==> src/mdiof_defs.svh <==
// Constants of the motor driver discrete I/O function block
`ifndef MDIOF_DEFS_SVH
`define MDIOF_DEFS_SVH

// Clock and timing figures
`define MDIOF_CLK_NS 10
`define MDIOF_FILT_NS 10000000
`define MDIOF_PULSE_NS 200000
`define MDIOF_STEPS_PER_PULSE 4

// Terminal counts and field widths
`define MDIOF_N_IN 6
`define MDIOF_N_OUT 4
`define MDIOF_IN_CODE_W 4
`define MDIOF_OUT_CODE_W 5
`define MDIOF_N_IN_FUNC 16
`define MDIOF_N_OUT_FUNC 32
`define MDIOF_N_CAUSE 16
`define MDIOF_SPEED_W 16
`define MDIOF_DATA_W 3

// Input functions that read ON when not assigned to any terminal
`define MDIOF_IN_DEFAULT_ON 16'h6800

// Factory mapping, terminal 0 in the low field
`define MDIOF_IN_MAP_DEFAULT {IF_FAULT_CLR, IF_DS1, IF_DS0, IF_DIR_SEL, \
    IF_CMD_A, IF_RUN_DECEL}
`define MDIOF_OUT_MAP_DEFAULT {OF_DIRECTION, OF_TORQUE_CAPPED, \
    OF_FAULT_NC, OF_SPEED_PULSE}

// Reset values
`define MDIOF_DIR_FLAG_RESET 1'b1
`define MDIOF_MODE_THREE_WIRE 1'b0

`endif

==> src/mdiof_pkg.sv <==
// Types shared by the motor driver discrete I/O function block
package mdiof_pkg;

    // Input function codes held in each input terminal's map field
    typedef enum logic [3:0] {
        IF_NONE = 4'h0,
        IF_RUN_DECEL = 4'h1,
        IF_CMD_A = 4'h2,
        IF_DIR_SEL = 4'h3,
        IF_DS0 = 4'h4,
        IF_DS1 = 4'h5,
        IF_DS2 = 4'h6,
        IF_FAULT_CLR = 4'h7,
        IF_FWD = 4'h8,
        IF_REV = 4'h9,
        IF_STOP_STYLE = 4'hA,
        IF_TORQUE_CAP = 4'hB,
        IF_NOTICE_CLR = 4'hC,
        IF_TOOL_UNLOCK = 4'hD,
        IF_EXT_TRIP = 4'hE,
        IF_HOLD_REL = 4'hF
    } mdiof_in_func_type;

    // Output function codes; cause flags follow from OF_CAUSE0 upward
    typedef enum logic [4:0] {
        OF_NONE = 5'h00,
        OF_SPEED_PULSE = 5'h01,
        OF_FAULT_NC = 5'h02,
        OF_TORQUE_CAPPED = 5'h03,
        OF_DIRECTION = 5'h04,
        OF_FAULT_NO = 5'h05,
        OF_ROTATING = 5'h06,
        OF_NOTICE = 5'h07,
        OF_SPEED_REACHED = 5'h08,
        OF_CAUSE0 = 5'h09
    } mdiof_out_func_type;

    // Drive command to the commutation logic, Gray along stop-run-stop
    typedef enum logic [1:0] {
        DRV_DECEL_STOP = 2'h0,
        DRV_RUN = 2'h1,
        DRV_INSTANT_STOP = 2'h3,
        DRV_COAST = 2'h2
    } mdiof_drive_type;

endpackage : mdiof_pkg

==> src/mdiof_filter.sv <==
// Input terminal synchroniser and debounce filter
`timescale 1ns/10ps
`include "mdiof_defs.svh"

module mdiof_filter #(
    parameter int unsigned STABLE_CYCLES = 1000000
) (
    input wire logic clock,
    input wire logic nrst,
    input wire logic raw,
    output logic level
);
    localparam int unsigned CW = $clog2(STABLE_CYCLES + 1);

    logic sync_a_r;
    logic sync_b_r;
    logic level_r;
    logic level_nxt;
    logic [CW-1:0] cnt_r;
    logic [CW-1:0] cnt_nxt;

    // Level flips only after the synced input differs for the full time
    always_comb begin
        level_nxt = level_r;
        cnt_nxt = cnt_r;
        if (sync_b_r == level_r) begin
            cnt_nxt = '0;
        end else if (cnt_r == CW'(STABLE_CYCLES - 1)) begin
            level_nxt = sync_b_r;
            cnt_nxt = '0;
        end else begin
            cnt_nxt = cnt_r + 1'b1;
        end
    end

    // First stage feeds only the second stage
    always_ff @(posedge clock or negedge nrst) begin
        if (!nrst) begin
            sync_a_r <= 1'b0;
            sync_b_r <= 1'b0;
            level_r <= 1'b0;
            cnt_r <= '0;
        end else begin
            sync_a_r <= raw;
            sync_b_r <= sync_a_r;
            level_r <= level_nxt;
            cnt_r <= cnt_nxt;
        end
    end

    assign level = level_r;

endmodule : mdiof_filter

==> src/mdiof_top.sv <==
// Discrete I/O function logic of a brushless motor driver
`timescale 1ns/10ps
`include "mdiof_defs.svh"

module mdiof_top #(
    parameter int unsigned FILT_CYCLES = `MDIOF_FILT_NS / `MDIOF_CLK_NS,
    parameter int unsigned PULSE_CYCLES = `MDIOF_PULSE_NS / `MDIOF_CLK_NS,
    parameter int unsigned STEPS_PER_PULSE = `MDIOF_STEPS_PER_PULSE
) (
    input wire logic clock,
    input wire logic nrst,
    // Terminals
    input wire logic [`MDIOF_N_IN-1:0] din,
    output logic [`MDIOF_N_OUT-1:0] dout,
    // Configuration
    input wire logic two_wire_mode,
    input wire logic map_load,
    input wire logic [`MDIOF_N_IN*`MDIOF_IN_CODE_W-1:0] in_map_cfg,
    input wire logic [`MDIOF_N_OUT*`MDIOF_OUT_CODE_W-1:0] out_map_cfg,
    input wire logic notice_auto_clear,
    input wire logic hold_enable,
    input wire logic [`MDIOF_SPEED_W-1:0] speed_width,
    // Driver status
    input wire logic motor_step,
    input wire logic motor_turning,
    input wire logic motor_reverse,
    input wire logic torque_limited,
    input wire logic [`MDIOF_SPEED_W-1:0] speed_detected,
    input wire logic [`MDIOF_SPEED_W-1:0] speed_command,
    input wire logic alarm_raise,
    input wire logic alarm_locked,
    input wire logic [`MDIOF_N_CAUSE-1:0] notice_cause_set,
    input wire logic [`MDIOF_N_CAUSE-1:0] notice_cause_present,
    // Commands to the driver
    output mdiof_pkg::mdiof_drive_type drive_cmd,
    output logic drive_forward,
    output logic [`MDIOF_DATA_W-1:0] data_number,
    output logic torque_cap_active,
    output logic tool_unlocked,
    output logic shaft_free,
    output logic alarm_active,
    output logic notice_flag
);
    import mdiof_pkg::*;

    localparam int unsigned NI = `MDIOF_N_IN;
    localparam int unsigned NO = `MDIOF_N_OUT;
    localparam int unsigned IW = `MDIOF_IN_CODE_W;
    localparam int unsigned OW = `MDIOF_OUT_CODE_W;
    localparam int unsigned NF = `MDIOF_N_IN_FUNC;
    localparam int unsigned NC = `MDIOF_N_CAUSE;
    localparam int unsigned SW = $clog2(STEPS_PER_PULSE + 1);
    localparam int unsigned PW = $clog2(PULSE_CYCLES + 1);

    logic [NI-1:0] filt;
    logic [NF-1:0] fl;
    logic [NF-1:0] dflt_on;

    genvar gt;
    generate
        for (gt = 0; gt < NI; gt++) begin : g_in
            mdiof_filter #(
                .STABLE_CYCLES(FILT_CYCLES)
            ) u_filt (
                .clock(clock),
                .nrst(nrst),
                .raw(din[gt]),
                .level(filt[gt])
            );
        end
    endgenerate

    // Terminal maps
    logic [NI*IW-1:0] in_map_r;
    logic [NI*IW-1:0] in_map_nxt;
    logic [NO*OW-1:0] out_map_r;
    logic [NO*OW-1:0] out_map_nxt;

    always_comb begin
        in_map_nxt = map_load ? in_map_cfg : in_map_r;
        out_map_nxt = map_load ? out_map_cfg : out_map_r;
    end

    always_ff @(posedge clock or negedge nrst) begin
        if (!nrst) begin
            in_map_r <= `MDIOF_IN_MAP_DEFAULT;
            out_map_r <= `MDIOF_OUT_MAP_DEFAULT;
        end else begin
            in_map_r <= in_map_nxt;
            out_map_r <= out_map_nxt;
        end
    end

    // Function levels; one function on several terminals needs all ON
    assign dflt_on = `MDIOF_IN_DEFAULT_ON;
    always_comb begin
        logic asg;
        logic all_on;
        asg = 1'b0;
        all_on = 1'b1;
        fl = '0;
        for (int f = 0; f < NF; f++) begin
            asg = 1'b0;
            all_on = 1'b1;
            for (int t = 0; t < NI; t++) begin
                if (in_map_r[t*IW +: IW] == IW'(f)) begin
                    asg = 1'b1;
                    all_on = all_on & filt[t];
                end
            end
            fl[f] = asg ? all_on : dflt_on[f];
        end
    end

    // Named function levels
    logic run_decel;
    logic cmd_a;
    logic direction_select;
    logic data_select_bit0;
    logic data_select_bit1;
    logic data_select_bit2;
    logic fault_clear;
    logic forward_run;
    logic reverse_run;
    logic stop_style;
    logic torque_cap_enable;
    logic notice_clear;
    logic tool_unlock;
    logic external_trip;
    logic hold_release;
    assign run_decel = fl[IF_RUN_DECEL];
    assign cmd_a = fl[IF_CMD_A];
    assign direction_select = fl[IF_DIR_SEL];
    assign data_select_bit0 = fl[IF_DS0];
    assign data_select_bit1 = fl[IF_DS1];
    assign data_select_bit2 = fl[IF_DS2];
    assign fault_clear = fl[IF_FAULT_CLR];
    assign forward_run = fl[IF_FWD];
    assign reverse_run = fl[IF_REV];
    assign stop_style = fl[IF_STOP_STYLE];
    assign torque_cap_enable = fl[IF_TORQUE_CAP];
    assign notice_clear = fl[IF_NOTICE_CLR];
    assign tool_unlock = fl[IF_TOOL_UNLOCK];
    // Trip is active when the terminal goes OFF
    assign external_trip = ~fl[IF_EXT_TRIP];
    assign hold_release = fl[IF_HOLD_REL];

    // Control and status state
    mdiof_drive_type drive_r;
    mdiof_drive_type drive_nxt;
    logic fwd_r;
    logic fwd_nxt;
    logic [`MDIOF_DATA_W-1:0] data_r;
    logic [`MDIOF_DATA_W-1:0] data_nxt;
    logic tcap_r;
    logic tcap_nxt;
    logic unlock_r;
    logic unlock_nxt;
    logic free_r;
    logic free_nxt;
    logic alarm_r;
    logic alarm_nxt;
    logic [NC-1:0] cause_r;
    logic [NC-1:0] cause_nxt;
    logic fclr_prev_r;
    logic nclr_prev_r;
    logic dir_flag_r;
    logic dir_flag_nxt;
    logic reached_r;
    logic reached_nxt;
    logic run_req;
    logic [`MDIOF_SPEED_W-1:0] speed_diff;

    // Run is requested while either two-wire run input, or both three-wire start inputs, are ON
    assign run_req = two_wire_mode ? (forward_run | reverse_run)
                                   : (run_decel & cmd_a);
    assign speed_diff = (speed_detected >= speed_command) ?
        speed_detected - speed_command : speed_command - speed_detected;

    always_comb begin
        drive_nxt = DRV_DECEL_STOP;
        fwd_nxt = fwd_r;
        if (alarm_r | external_trip) begin
            // trip stops instantly, other alarms coast
            drive_nxt = external_trip ? DRV_INSTANT_STOP : DRV_COAST;
        end else if (!two_wire_mode) begin
            fwd_nxt = direction_select;
            if (!cmd_a) begin
                drive_nxt = DRV_INSTANT_STOP;
            end else if (run_decel) begin
                drive_nxt = DRV_RUN;
            end else begin
                drive_nxt = DRV_DECEL_STOP;
            end
        end else if (forward_run & reverse_run) begin
            drive_nxt = DRV_DECEL_STOP;
        end else if (forward_run | reverse_run) begin
            drive_nxt = DRV_RUN;
            fwd_nxt = forward_run;
        end else begin
            drive_nxt = stop_style ? DRV_INSTANT_STOP : DRV_DECEL_STOP;
        end
        data_nxt = {data_select_bit2, data_select_bit1, data_select_bit0};
        tcap_nxt = torque_cap_enable;
        unlock_nxt = tool_unlock;
        // free only a held, stopped shaft
        free_nxt = hold_enable & ~motor_turning & hold_release;
        // edge clear, blocked while running; raise wins
        alarm_nxt = alarm_r;
        if (fault_clear & ~fclr_prev_r & ~run_req & ~alarm_locked) begin
            alarm_nxt = 1'b0;
        end
        if (alarm_raise | external_trip) begin
            alarm_nxt = 1'b1;
        end
        // edge clear or auto clear; a new cause wins
        cause_nxt = cause_r;
        if (notice_clear & ~nclr_prev_r) begin
            cause_nxt = '0;
        end else if (notice_auto_clear) begin
            cause_nxt = cause_r & notice_cause_present;
        end
        cause_nxt = cause_nxt | notice_cause_set;
        dir_flag_nxt = dir_flag_r;
        if (motor_turning) begin
            dir_flag_nxt = ~motor_reverse;
        end
        // within plus or minus detection width
        reached_nxt = motor_turning & (speed_diff <= speed_width);
    end

    always_ff @(posedge clock or negedge nrst) begin
        if (!nrst) begin
            drive_r <= DRV_DECEL_STOP;
            fwd_r <= 1'b1;
            data_r <= '0;
            tcap_r <= 1'b0;
            unlock_r <= 1'b0;
            free_r <= 1'b0;
            alarm_r <= 1'b0;
            cause_r <= '0;
            fclr_prev_r <= 1'b0;
            nclr_prev_r <= 1'b0;
            dir_flag_r <= `MDIOF_DIR_FLAG_RESET;
            reached_r <= 1'b0;
        end else begin
            drive_r <= drive_nxt;
            fwd_r <= fwd_nxt;
            data_r <= data_nxt;
            tcap_r <= tcap_nxt;
            unlock_r <= unlock_nxt;
            free_r <= free_nxt;
            alarm_r <= alarm_nxt;
            cause_r <= cause_nxt;
            fclr_prev_r <= fault_clear;
            nclr_prev_r <= notice_clear;
            dir_flag_r <= dir_flag_nxt;
            reached_r <= reached_nxt;
        end
    end

    // Rotation pulse generator; one pulse falling due mid-pulse is kept
    logic [SW-1:0] step_cnt_r;
    logic [SW-1:0] step_cnt_nxt;
    logic [PW-1:0] width_r;
    logic [PW-1:0] width_nxt;
    logic pulse_r;
    logic pulse_nxt;
    logic pend_r;
    logic pend_nxt;

    always_comb begin
        step_cnt_nxt = step_cnt_r;
        pend_nxt = pend_r;
        pulse_nxt = pulse_r;
        width_nxt = width_r;
        // one pulse per thirtieth of a revolution
        if (motor_step) begin
            if (step_cnt_r == SW'(STEPS_PER_PULSE - 1)) begin
                step_cnt_nxt = '0;
            end else begin
                step_cnt_nxt = step_cnt_r + 1'b1;
            end
        end
        if (pulse_r) begin
            if (width_r == PW'(PULSE_CYCLES - 1)) begin
                pulse_nxt = 1'b0;
                width_nxt = '0;
            end else begin
                width_nxt = width_r + 1'b1;
            end
        end else if (pend_r) begin
            pulse_nxt = 1'b1;
            pend_nxt = 1'b0;
        end
        if (motor_step && step_cnt_r == SW'(STEPS_PER_PULSE - 1)) begin
            pend_nxt = 1'b1;
        end
    end

    always_ff @(posedge clock or negedge nrst) begin
        if (!nrst) begin
            step_cnt_r <= '0;
            width_r <= '0;
            pulse_r <= 1'b0;
            pend_r <= 1'b0;
        end else begin
            step_cnt_r <= step_cnt_nxt;
            width_r <= width_nxt;
            pulse_r <= pulse_nxt;
            pend_r <= pend_nxt;
        end
    end

    // Output function vector; unused codes read OFF
    logic [`MDIOF_N_OUT_FUNC-1:0] fvec;
    logic [NO-1:0] dout_r;
    logic [NO-1:0] dout_nxt;
    logic notice_r;
    always_comb begin
        fvec = '0;
        fvec[OF_SPEED_PULSE] = pulse_r;
        fvec[OF_FAULT_NC] = ~alarm_r;
        fvec[OF_FAULT_NO] = alarm_r;
        fvec[OF_TORQUE_CAPPED] = torque_limited & tcap_r;
        fvec[OF_DIRECTION] = dir_flag_r;
        fvec[OF_ROTATING] = motor_turning;
        fvec[OF_NOTICE] = |cause_r;
        fvec[OF_SPEED_REACHED] = reached_r;
        fvec[OF_CAUSE0 +: NC] = cause_r;
        for (int k = 0; k < NO; k++) begin
            dout_nxt[k] = fvec[out_map_r[k*OW +: OW]];
        end
    end

    always_ff @(posedge clock or negedge nrst) begin
        if (!nrst) begin
            dout_r <= '0;
            notice_r <= 1'b0;
        end else begin
            dout_r <= dout_nxt;
            notice_r <= fvec[OF_NOTICE];
        end
    end

    assign dout = dout_r;
    assign drive_cmd = drive_r;
    assign drive_forward = fwd_r;
    assign data_number = data_r;
    assign torque_cap_active = tcap_r;
    assign tool_unlocked = unlock_r;
    assign shaft_free = free_r;
    assign alarm_active = alarm_r;
    assign notice_flag = notice_r;

endmodule : mdiof_top

==> config.mk <==
export PLATFORM = sky130hd
export DESIGN_NAME = mdiof_top
export DESIGN_NICKNAME = d
export VERILOG_FILES = /design/src/mdiof_pkg.sv /design/src/mdiof_filter.sv /design/src/mdiof_top.sv
export VERILOG_INCLUDE_DIRS = /design/src
export SDC_FILE = /design/constraint.sdc
export NUM_CORES = 1
export LEC_CHECK = 0
export BUFFER_PORTS_ARGS = -buffer_cell sky130_fd_sc_hd__buf_2
export CAP_MARGIN = 0
export CORE_ASPECT_RATIO = 1.5
export CORE_MARGIN = 2
export CORE_UTILIZATION = 35
export CTS_BUF_LIST = sky130_fd_sc_hd__clkbuf_8
export CTS_CLUSTER_SIZE = 25
export DETAILED_ROUTE_END_ITERATION = 10
export GPL_ROUTABILITY_DRIVEN = 0
export PLACE_DENSITY_LB_ADDON = 0.25
export SLEW_MARGIN = 0
export SYNTH_ARGS = -nofsm -noshare
export SYNTH_HDL_FRONTEND = slang
export SYNTH_SLANG_ARGS = --single-unit
==> constraint.sdc <==
create_clock -name clock -period 2.21 [get_ports clock]
set_input_delay 0.442 -clock clock [delete_from_list [all_inputs] [get_ports clock]]
set_output_delay 0.442 -clock clock [all_outputs]
set_load 0.02 [all_outputs]
==> metrics list, run 1 <==
- The flow ran to the end, but the final reports show violations.
- The checks that failed: setup timing.
- Final net count: between 2000 and 2500
* Clk_lat worst skew: roughly 0.58 ns
* Number of nets with antenna violations after routing: 0
- Worst path required time: roughly 2.7 ns
- Cell area after synthesis: ~14000 sq um
* Number of optimization iterations in the first detailed-route pass: 6
* Number of vias in the routed layout: between 10000 and 15000
- The floorplan has between 90 and 100 rows.
- Sequence of cells on the critical path: buf_2 -> inv_1 -> ha_1 -> nand4_1 -> or2_1 -> a211o_2 -> o211ai_4 -> buf_4 -> mux2i_1 -> xor2_1 -> buf_4 -> ha_1 -> nand4_1 -> nor3_4 -> o21ai_0 -> a21oi_2
- Ys Warns: 0
- In the routed layout, each cell is associated on average with a via count of approximately 5.3.
* DRC errors left: 0
- Total congestion overflow: 0
- Worst path slowest cell: mux2i_1
- Sequential elements use roughly two fifths of the synthesized area.
* Setup tns final: -0.936 ns
* Startpoint type of the worst setup path: input port
* Total number of H-tree levels: 2
* Pre-CTS WS: -1.60 ns
* Proportion of register bits with asynchronous set or reset after synthesis: 100%
- After detailed placement, the design holds a cell count of 2280.
- Critical path arrival: about 3.6 ns
- No sink is reached through more buffers than the 3 on the longest clock path.
* Transition time of the tightest slew-check pin: approximately 0.64 ns
- In this run the tightest slew margin relative to its limit is 57.4%.
- Kind of critical path: in -> reg
- I/O Buffers: between 150 and 200
- Detailed routing placed a total of between 2000 and 2500 microns of wire on met3.
* Most frequently used flop master after synthesis: dfrtp_1
* Total of fill cells in the finished design: about 4000
* Worst hold path class: in -> reg
- Clock Skew: 0.0288 ns
- Effective utilization at floorplan: about a third
* Register-to-register setup slack: 0.05 ns
- Clk sink count: around 240
- After detailed routing, no signal wire sits above met5.
* Placeable core region: ~41000 sq um
* Die Ht: 253 microns
- Across the VDD grid, the largest voltage drop is around 0.32 mV.
- First-pass GRT wire length: 67100 microns
- Max Cap Viol: 0
* CTS Root Buffer Type: clkbuf_8
* Half-perimeter wire length after placement: approximately 32000 microns
- In the final layout, the share of cells above drive strength 1 is 28.2%.
- The number of different library cells used by synthesis comes to 77.
- Setup repair after global routing could not meet its margin everywhere.
- Counting flops with a built-in enable in the synthesized netlist gives 0.
- Setup violations remaining at the end of the flow were counted as 1.
- After clock tree synthesis, the clock-pin slew on the worst setup and hold paths is 0.06 ns.
* Worst-case setup margin in the final layout: -0.936 ns
- Dividing total power by cell area gives a power density of roughly 670 nW/um^2.
- Flip-flop and latch count after synthesis: 237
* Metal-1 WL: approximately 16000 microns
- Net count of the mapped netlist: roughly 1700
* Global router's overall resource usage: 19.7%
* Pin count of the biggest net entering global routing: 79
- Measured along the x axis, the die boundary spans 170 microns.
* CTS tree: yes
* Via count of the first global-routing pass: approximately 13000
- The count of pins over their slew limit came to 0.
* Hold violation count in the final report: 0
* Wirelength, routed: roughly 42000 microns
- Final critical-path share of the clock period: 142%
* Antenna violations before repair: 6
- Sum of met2 wire segment lengths after detailed routing: roughly 22000 microns
- The finished layout holds 2367 standard cells, fillers aside.
* Largest fanout of any net on the critical path: 7
- Die outline area: between 40000 and 50000 sq um
- STA classifies the critical path endpoint as a register.
- Longest individual stage delay on the worst path: between 0.3 and 0.4 ns
- Across all hold checks on the routed design, the worst slack comes to 0.0603 ns.
* Tmin final: between 3 and 4 ns
* Standby leakage power: 8.07 nW
- Buffers inserted during clock tree synthesis total 38.
- Initial detailed-routing violation count: 830
* Total I/O pin count: approximately 160
- Synthesis-to-finish area growth: 23.9%
- A synthesized cell averages between 9 and 10 sq um.
* Max Clk Rate: between 300 and 400 MHz
- Counting every instance in the synthesized netlist gives 1532.
- After detailed routing, the average wire length per cell comes to roughly 18 microns.
==> registers in the layout (all words and copies together), names as in the netlist, 2 cells and up <==
register,count
dout,4
g_in.u_filt.cnt_r,120
drive_cmd,2
data_number,3
g_in.u_filt.sync_a_r,6
in_map_r,24
step_cnt_r,3
width_r,15
g_in.u_filt.level,6
out_map_r,20
g_in.u_filt.sync_b_r,6
cause_r,16
==> cell type report <==
type | count | area [sq um] | share of cell area (%)
Antenna cell | 2 | 5.00 | 0.0280
Clock buffer | 48 | 661 | 3.70
Clock inverter | 21 | 148 | 0.826
Inverter | 87 | 329 | 1.84
Multi-Input combinational cell | 1140 | 7980 | 44.7
Sequential cell | 237 | 5960 | 33.3
Tap cell | 511 | 639 | 3.58
Timing Repair Buffer | 321 | 2150 | 12.0
==> path summary, 6_finish.rpt <==
kind | start | end | cells past startpoint
min reg2reg | g_in[4].u_filt.sync_a_r$_DFF_PN0_ | g_in[4].u_filt.sync_b_r$_DFF_PN0_ | 0
min in group asynchronous | nrst | g_in[5].u_filt.cnt_r[3]$_DFF_PN0_ | 2
max in group asynchronous | nrst | out_map_r[17]$_DFFE_PN1P_ | 3
max reg2reg | in_map_r[0]$_DFFE_PN1P_ | shaft_free$_DFF_PN0_ | 6
min | motor_reverse | dir_flag_r$_DFFE_PN1P_ | 2
max | speed_detected[6] | reached_r$_DFF_PN0_ | 16
==> cell usage in the layout (no fill, tap or decap), types with 9 or more instances in the layout <==
| cell | instances |
|---|---|
| dfrtp_1 | 215 |
| nor2_1 | 212 |
| buf_2 | 155 |
| buf_4 | 147 |
| inv_1 | 96 |
| nand2_1 | 95 |
| nand3_1 | 84 |
| xor2_1 | 75 |
| xnor2_1 | 56 |
| ha_1 | 52 |
| clkbuf_8 | 48 |
| mux2_2 | 47 |
| o21ai_0 | 39 |
| nand4_1 | 39 |
| nand2b_1 | 38 |
| a21oi_1 | 35 |
| nor2b_1 | 28 |
| nor3_1 | 28 |
| a22oi_1 | 25 |
| mux4_2 | 20 |
| and3_1 | 17 |
| o22ai_1 | 17 |
| a31o_2 | 17 |
| dfstp_2 | 17 |
| a21o_1 | 16 |
| mux2i_1 | 14 |
| a31oi_1 | 12 |
| nor4_1 | 12 |
| and2_1 | 10 |
| or3_1 | 9 |
| a221oi_1 | 9 |
==> routing by layer <==
layer	up-vias	track usage (%)
li1	5980	-
met1	6049	21.3
met2	434	35.8
met3	166	3.73
met4	6	11.0
met5	-	0
==> through the flow <==
| stage | total power, mW | util, % | cell area, sq um |
|---|---|---|---|
| floorplan | 6.74 | - | 14400 |
| global placement | 7.92 | 40.9 | 16700 |
| detailed placement | 7.96 | 40.9 | 16700 |
| CTS | 12.1 | 43.2 | 17700 |
| global route | 12.7 | 43.7 | 17900 |
| finish | 12.1 | 43.7 | 17900 |
==> worst max-delay path, delay by kind of cell <==
family	cells	cell delay, ns
xor+xnor	1	0.12
compound gates	4	0.76
fa+ha+maj	2	0.61
simple gates	4	0.76
buf+inv	4	0.53
mux	1	0.38
==> where the power goes <==
| group | internal [mW] | switching (mW) |
|---|---|---|
| clock | 2.20 | 1.82 |
| combinational | 1.43 | 1.60 |
| sequential | 4.69 | 0.315 |
==> synthesized netlist by cell type (6+ instances only) <==
master	n	share of area, %
o21a_1	7	0.36
o22ai_1	17	0.74
nor4_1	17	0.74
nand4_1	39	1.7
mux2i_1	16	1.1
xor2_1	75	4.6
nor2_1	213	5.5
a221oi_1	11	0.67
and2_1	10	0.43
ha_1	55	4.8
nand3b_1	8	0.42
nor3b_1	7	0.36
xnor2_1	56	3.4
dfstp_2	17	3.1
o21ai_0	42	1.5
a31oi_1	12	0.52
a21oi_1	37	1.3
a31o_2	17	1.0
clkbuf_1	21	0.55
and3_1	17	0.74
inv_1	87	2.3
a22o_1	6	0.36
nor3_1	30	1.0
nand2b_1	39	1.7
or3_1	9	0.39
nor2b_1	30	1.3
a22oi_1	25	1.3
nand2_1	96	2.5
nand3_1	84	2.9
mux4_2	20	3.1
a32oi_1	8	0.49
buf_4	7	0.36
dfrtp_1	220	38
nor4b_1	6	0.36
buf_2	30	1.0
a21o_1	16	0.83
mux2_2	48	3.7
==> repair_timing <==
action / CTS / global route
hold endpoints to repair: 35 / 0
setup buffers: 0 / 9
cloned: 0 / 0
endpoints found under the setup margin: 2 / 64
pin swaps: 14 / 22
hold buffers: 7 / 0
gates resized for setup: 17 / 35
==> cells by family (layout without fill, tap and decap cells) <==
kind of cell	after synthesis	count (layout)	share of synthesized area (%)
AOI/OAI and AO/OA	240	240	11.6
xor gates and xnor gates	131	131	7.96
adders and majority gates	57	57	5.05
buffers and inverters	155	477	4.63
DFF	237	237	41.3
muxes	84	84	7.98
other	0	2	0
and+or+nand+nor	628	628	21.5
Note: power is estimated with default switching activity, not from simulation.
==> run 2: changes to the inputs <==
BUFFER_PORTS_ARGS = -buffer_cell sky130_fd_sc_hd__buf_4   (was -buffer_cell sky130_fd_sc_hd__buf_2)
CORE_MARGIN = 8   (was 2)
==> run 2 against run 1 <==
  * The flow still finishes with violations (setup timing)
  * Non-clock buffer count is 2 lower
  * Design area is 2.1% higher
  * Critical endpoint unchanged
  * Largest power group unchanged
  * Via count is 0.82% lower
  * Die area is 12% higher
  * Register-to-register slack better by 0.05 ns
  * Wire length is 0.16% higher
  * Maximum frequency is 0.35% higher
  * Critical path depth is 3 higher
==> metrics list, run 2 (synthesis gave the netlist of run 1 again) <==
- By startpoint and endpoint, the worst setup path is classified as in -> reg.
- Global routing consumed, on the met3 layer, approximately 4% of the routing resources.
- The min-delay analysis places its worst path in the category in -> reg.
- Clk_lat worst skew: ~0.56 ns
- Register ranked first by flip-flop count: g_in.u_filt.cnt_r
- Met1 layer usage reported by global route: between 10% and 20%
* Via count of the first global-routing pass: ~13000
- Total instance count after detailed placement: between 2000 and 2500
* Setup tns final: -0.925 ns
- At the pin with the least slew margin, the transition time is 0.707 ns.
- For this block, the via count after detailed routing is ~13000.
- Clock skew on the completed layout was measured at ~0.027 ns.
* Clk sink count: roughly 240
- From synthesis to final layout, the design area changed by 26.5%.
- The final reports fail on setup timing.
* Routed wire length per instance: 17.9 microns
* Max-Slew Margin vs Limit: approximately 53%
- For this run, the detailed router's first-pass iteration total came to 5.
- Cells fill around 45% of the core in the end.
- Worst path required time: 2.70 ns
- WP buf/inv: 3
* Initial detailed-routing violation count: 772
- After global routing, the most crowded layer is met2.
* I/O Buffers: approximately 160
* Total congestion overflow: 0
- Registers with the most flip-flops: g_in.u_filt.cnt_r (120), in_map_r (24), out_map_r (20)
- Max VDD drop: between 0.3 and 0.4 mV
- Total of fill cells in the finished design: around 4000
* Unrepaired setup endpoints after global routing: yes
- Type of element capturing the critical path: register
- At the worst endpoint, the arrival time is between 3 and 4 ns.
- The number of antenna violations at the first check in global routing is 5.
- Die width: 182 microns
* Tmin final: 3.14 ns
- DRC errors left: 0
* # rows: 91
- Global router's overall resource usage: between 10% and 20%
- Most common cell after layout, fill and taps aside: buf_4
- Effective utilization at floorplan: roughly a third
* Total number of H-tree levels: 2
* Max Cap Viol: 0
* Most frequent cells in the layout: buf_4, dfrtp_1, nor2_1
* Wirelength, routed: ~42000 microns
* Pin count of the biggest net entering global routing: 63
- Number of nets with antenna violations after routing: 0
- Final net count: 2023
- Worst path slowest cell: mux2_2
- Met2 routing resource usage after global routing: a little under a third
- The register with the most flip-flops in the layout has 120 of them.
- Largest fanout of any net on the critical path: 5
- For this design the static power due to leakage is slightly above 8 nW.
* Dominant delay contributor by cell family on the critical path: compound AO/OA/AOI/OAI gates
- Power spread over the standard cell area amounts to between 600 and 700 nW/um^2.
* Final design area excluding fillers: about 18000 sq um
- Longest individual stage delay on the worst path: approximately 0.37 ns
- Sequence of cells on the critical path: buf_4 -> inv_1 -> ha_1 -> inv_1 -> fa_2 -> a211oi_2 -> o21bai_1 -> a21oi_2 -> a211o_2 -> o211ai_4 -> mux2_2 -> ha_1 -> nor2b_1 -> o21a_1 -> o21a_1 -> o211ai_1 -> a21oi_1 -> a211o_1 -> a21oi_1
- The count of pins over their slew limit was 0.
- The hold violation count in the final report is 0.
- Die Ht: 265 microns
- Proportion of layout cells with a drive suffix above 1: between 20 and 30%
- TritonCTS built the clock tree.
- Dividing the final minimum period by the clock period gives 142%.
- ~160 I/O pins were placed.
* Final std cells w/o fill: 2369
* Placeable core region: between 40000 and 50000 sq um
* Routed via count divided by cell count: about 5.3
- Worst-case setup margin in the final layout: -0.925 ns
* Half-perimeter wire length after placement: around 33000 microns
* Total power draw: roughly 12 mW
- CTS Root Buffer Type: clkbuf_8
* Die outline area: about 48000 sq um
- Number of buffers between clock root and the deepest sink: 3
- Clock-pin slew was measured on the worst setup and hold paths at 0.07 ns.
- First-pass GRT wire length: around 69000 microns
- The flow ran to the end, but the final reports show violations.
- Setup violations remaining at the end of the flow were counted as 1.
- For this run, the top clock speed supported by timing is 319 MHz.
- Instance area at placement: approximately 17000 sq um
* Startpoint type of the worst setup path: input port
- TritonCTS created 39 clock buffers.
[run 2: changes by cell type in the layout (fill, tap and decap cells not counted), moves of 3 or more]
| cell | change |
|---|---|
| buf_2 | -155 |
| buf_4 | +156 |
| ha_4 | -3 |
| dfrtp_2 | -3 |
| nor3b_1 | -3 |
| ha_1 | +3 |
| dfrtp_1 | +3 |
| nor3b_2 | +3 |
[run 2: worst paths after layout]
kind / start / end / slack (ns) / cells after the start
min in group asynchronous: nrst / g_in[5].u_filt.cnt_r[7]$_DFF_PN0_ / 0.37 / 2
hold / removal: motor_reverse / dir_flag_r$_DFFE_PN1P_ / 0.05 / 2
hold reg to reg: g_in[3].u_filt.sync_a_r$_DFF_PN0_ / g_in[3].u_filt.sync_b_r$_DFF_PN0_ / 0.35 / 0
max in group asynchronous: nrst / in_map_r[22]$_DFFE_PN1P_ / 1.13 / 3
setup / recovery: speed_detected[0] / reached_r$_DFF_PN0_ / -0.93 / 19
setup reg to reg: in_map_r[22]$_DFFE_PN1P_ / cause_r[10]$_DFF_PN0_ / 0.10 / 8
[run 2: final cells by class]
type,count,area (sq um),share of cell area [%]
inverter,87,327,1.79
timing repair buffer,319,2490,13.7
clock inverter,22,178,0.974
clock buffer,50,688,3.77
antenna,3,7.51,0.0412
tap,511,639,3.51
multi-input combinational,1140,7950,43.6
sequential,237,5950,32.7
[run 2: repair_timing]
action / CTS / global route
resized for setup: 4 / 32
setup endpoints to repair: 3 / 49
endpoints found under the hold margin: 39 / 0
pin swaps: 0 / 4
setup buffers: 0 / 2
hold buffers: 7 / 0
[run 2: where the power goes]
| part | total (mW) | internal (mW) | switching, mW |
|---|---|---|---|
| Sequential | 5.00 | 4.69 | 0.317 |
| Clock | 4.21 | 2.40 | 1.81 |
| Combinational | 3.10 | 1.51 | 1.59 |
[run 2: worst reg2reg max path: cells and delay by family, from the launching register on]
| kind | cells | cell delay, ns |
|---|---|---|
| compound gates | 2 | 0.34 |
| flops | 1 | 0.56 |
| simple gates | 4 | 0.73 |
| buf+inv | 2 | 0.40 |
[run 2: per-layer routing]
metal	share of wire, %	vias up
met2	52	397
li1	-	5975
met1	38	6000
met3	6.0	155
met5	0.047	-
met4	4.5	4
[run 2: per-stage QoR]
step,hold slack [ns],setup WS (ns)
6_report,0.0461,-0.925
5_1_grt,0.0210,-1.07
4_1_cts,0.00829,-0.869
3_5_place_dp,0.337,-1.53
3_3_place_gp,0.336,-1.45
2_1_floorplan,0.146,-1.39
==> run 3: changes to the inputs <==
CORE_ASPECT_RATIO = default   (was 1.5)
==> run 3 against run 2 <==
  * The run still ends with setup timing left
  * Sequential share of layout area fell by 0.39 points
  * Sequential cell count did not move
  * Hold slack improved by 0.0062 ns
  * Wire length fell by 4.2%
  * Total power rose by 0.38%
  * Global-route usage fell by 0.76 points
  * Core utilization rose by 0.70 points
  * Non-clock buffer count rose by 9
  * First-iteration DRC count rose by 9.2%
  * Combinational power barely moved
  * Via count fell by 0.68%
  * Largest power group unchanged
==> metrics list, run 3 (synthesis gave the netlist of run 1 again) <==
- Status: finished with violations
- Failing checks: setup timing
- Setup violations remaining at the end of the flow were counted as 1.
* Routed via count divided by cell count: roughly 5.2
- The worst setup path is of the in -> reg kind.
- Routed wire length per instance: ~17 microns
- Die Ht: between 200 and 250 microns
- The number of global-route vias before repair was ~13000.
- STA puts the critical path data required time at approximately 2.7 ns.
* Total I/O pin count: 157
- Clk sink count: 237
* Setup tns final: -0.818 ns
- I/O Buffers: ~160
- Largest fanout of any net on the critical path: 5
* Total congestion overflow: 0
- CTS Root Buffer Type: clkbuf_8
- The finished cells cover 18500 sq um.
- Max-cap violations in this run came to 0.
- The worst setup path is launched from an input port.
- Max Clk Rate: ~330 MHz
* Number of vias in the routed layout: about 12000
- Leaving out fill and tap cells, the most frequent cells in the layout are buf_4, dfrtp_1, nor2_1.
* Number of flip-flops in the largest register: 120
- The clock tree synthesis step divided the H-tree into 2 levels.
- Proportion of layout cells with a drive suffix above 1: between 20% and 30%
- For this run, design rule violations remaining after detail routing come to 0.
- IR analysis of the VDD net gives a maximum drop of between 0.3 and 0.4 mV.
- Final slew viol count: 0
- Leaving out fill and tap cells, the most frequent cell in the layout is buf_4.
- Placeable core region: between 40000 and 50000 sq um
- Number of optimization iterations in the first detailed-route pass: 5
- Number of nets with antenna violations after routing: 0
- For the worst setup path, the data arrival time is approximately 3.5 ns.
- The initialized floorplan defines between 70 and 80 standard-cell rows.
- Setup repair after global routing could not meet its margin everywhere.
* Power per cell area: between 600 and 700 nW/um^2
- The largest registers in the layout are g_in.u_filt.cnt_r (120), in_map_r (24), out_map_r (20).
- Register ranked first by flip-flop count: g_in.u_filt.cnt_r
- Worst path slowest cell: fa_2
- The routed design could run at a clock period as short as 3.03 ns.
* Antenna violations before repair: 4
- Instance area at placement: around 17000 sq um
- For the worst-skew pair, the clock arrives at the later sink with an insertion delay of ~0.58 ns.
- Longest individual stage delay on the worst path: between 0.3 and 0.4 ns
- First-pass GRT wire length: about 66000 microns
- Type of element capturing the critical path: register
- Summing all multi-input logic gate instances after layout gives between 8000 and 9000 sq um.
* Area taken by flip-flops and latches: around 6000 sq um
* Transition time of the tightest slew-check pin: 0.693 ns
- Die outline area: around 48000 sq um
- Initial detailed-routing violation count: roughly 840
- After clock tree synthesis, the clock-pin slew on the worst setup and hold paths is 0.07 ns.
* CTS tree: yes
* Half-perimeter wire length after placement: slightly above 30000 microns
- For the final database, setup skew stands at roughly 0.027 ns.
- The net count of the finished layout is approximately 2000.
- Number of buffers between clock root and the deepest sink: 3
- The area growth from synthesis to layout is 28.0%.
- Max-Slew Margin vs Limit: a little over half
* Wirelength, routed: slightly above 40000 microns
* Total of fill cells in the finished design: about 4000
* Global router's overall resource usage: between 15 and 20%
- In the finished design, the share of the clock period the worst path needs comes to 137%.
* Sequence of cells on the critical path: buf_8 -> inv_4 -> ha_4 -> inv_2 -> fa_2 -> a211oi_2 -> o21bai_1 -> a21oi_2 -> a211o_2 -> o211ai_4 -> buf_6 -> mux2i_4 -> xnor2_1 -> ha_1 -> o21a_1 -> o21a_1 -> o211ai_1 -> a21oi_1 -> a211o_1 -> a21oi_2
* Effective utilization at floorplan: between 30% and 40%
* Worst hold path class: in -> reg
* Worst-case setup margin in the final layout: -0.818 ns
- The analysis attributes to cell leakage a power of between 8 and 9 nW.
* Die width: around 220 microns
- Entering global routing, the biggest net connects 62 pins.
- The hold violation count in the final report was 0.
* TritonCTS Buffers: 41
-- run 3: cell types whose count changed in the layout (fill, tap and decap cells not counted), moves of 3 or more --
cell and change:
mux2i_1 -3, nor2b_2 -3, clkinv_2 -5, nor2b_1 +3
clkbuf_8 +6, buf_4 +3
-- run 3: final cells by class --
class	instances	area share [%]
Clock inverter	19	0.644
Antenna cell	1	0.0136
Timing Repair Buffer	328	14.0
Clock buffer	56	4.18
Multi-Input combinational cell	1140	43.6
Inverter	87	1.78
Sequential cell	237	32.3
Tap cell	532	3.61
-- run 3: critical path: cells and delay by family --
family / cells / cell delay [ns]
AOI/OAI and AO/OA: 11 / 1.69
xor gates and xnor gates: 1 / 0.13
adders and majority gates: 3 / 0.75
buffers and inverters: 4 / 0.33
muxes: 1 / 0.17
-- run 3: power by group --
group          switching, mW  total (mW)  internal [mW]
clock                   1.85        4.22           2.38
combinational           1.55        3.12           1.57
sequential             0.329        5.02           4.69
total                   3.73        12.4           8.64
-- run 3: metrics by stage --
stage | setup WS, ns | util (%) | hold WS (ns) | std cells | total power [mW]
after floorplan | -1.39 | - | 0.146 | 1532 | 6.74
after global routing | -0.907 | 45.3 | 0.0279 | 2400 | 13.1
after detailed placement | -1.58 | 42.1 | 0.337 | 2303 | 8.03
final | -0.818 | 45.3 | 0.0524 | 2400 | 12.4
after global placement | -1.59 | 42.1 | 0.335 | 2303 | 7.99
after CTS | -0.858 | 44.7 | 0.00481 | 2389 | 12.4
-- run 3: routing by layer --
layer	up-vias	GRT usage, %	share of wire [%]
li1	6001	-	-
met1	5980	21.8	44
met2	375	26.8	46
met3	84	4.08	6.4
met4	6	5.92	2.7
met5	-	0	0.091
-- run 3: timing repair --
| item | CTS | global route |
|---|---|---|
| gates cloned | 0 | 0 |
| pin swaps | 19 | 30 |
| endpoints found under the setup margin | 3 | 62 |
| hold endpoints to repair | 50 | 0 |
| gates resized for setup | 17 | 37 |
| hold buffers | 8 | 0 |
| setup buffers | 3 | 10 |
-- run 3: path summary, 6_finish.rpt --
path,endpoint,slack [ns],cells past startpoint,from
worst max-delay path,reached_r$_DFF_PN0_,-0.82,20,speed_detected[0]
worst min-delay path,cause_r[14]$_DFF_PN0_,0.05,2,notice_cause_set[14]
worst max register to register,alarm_active$_DFFE_PN0P_,0.07,7,in_map_r[21]$_DFFE_PN1P_
max in group asynchronous,out_map_r[0]$_DFFE_PN1P_,1.13,3,nrst
min in group asynchronous,g_in[2].u_filt.cnt_r[4]$_DFF_PN0_,0.39,2,nrst
worst min register to register,g_in[5].u_filt.sync_b_r$_DFF_PN0_,0.35,0,g_in[5].u_filt.sync_a_r$_DFF_PN0_
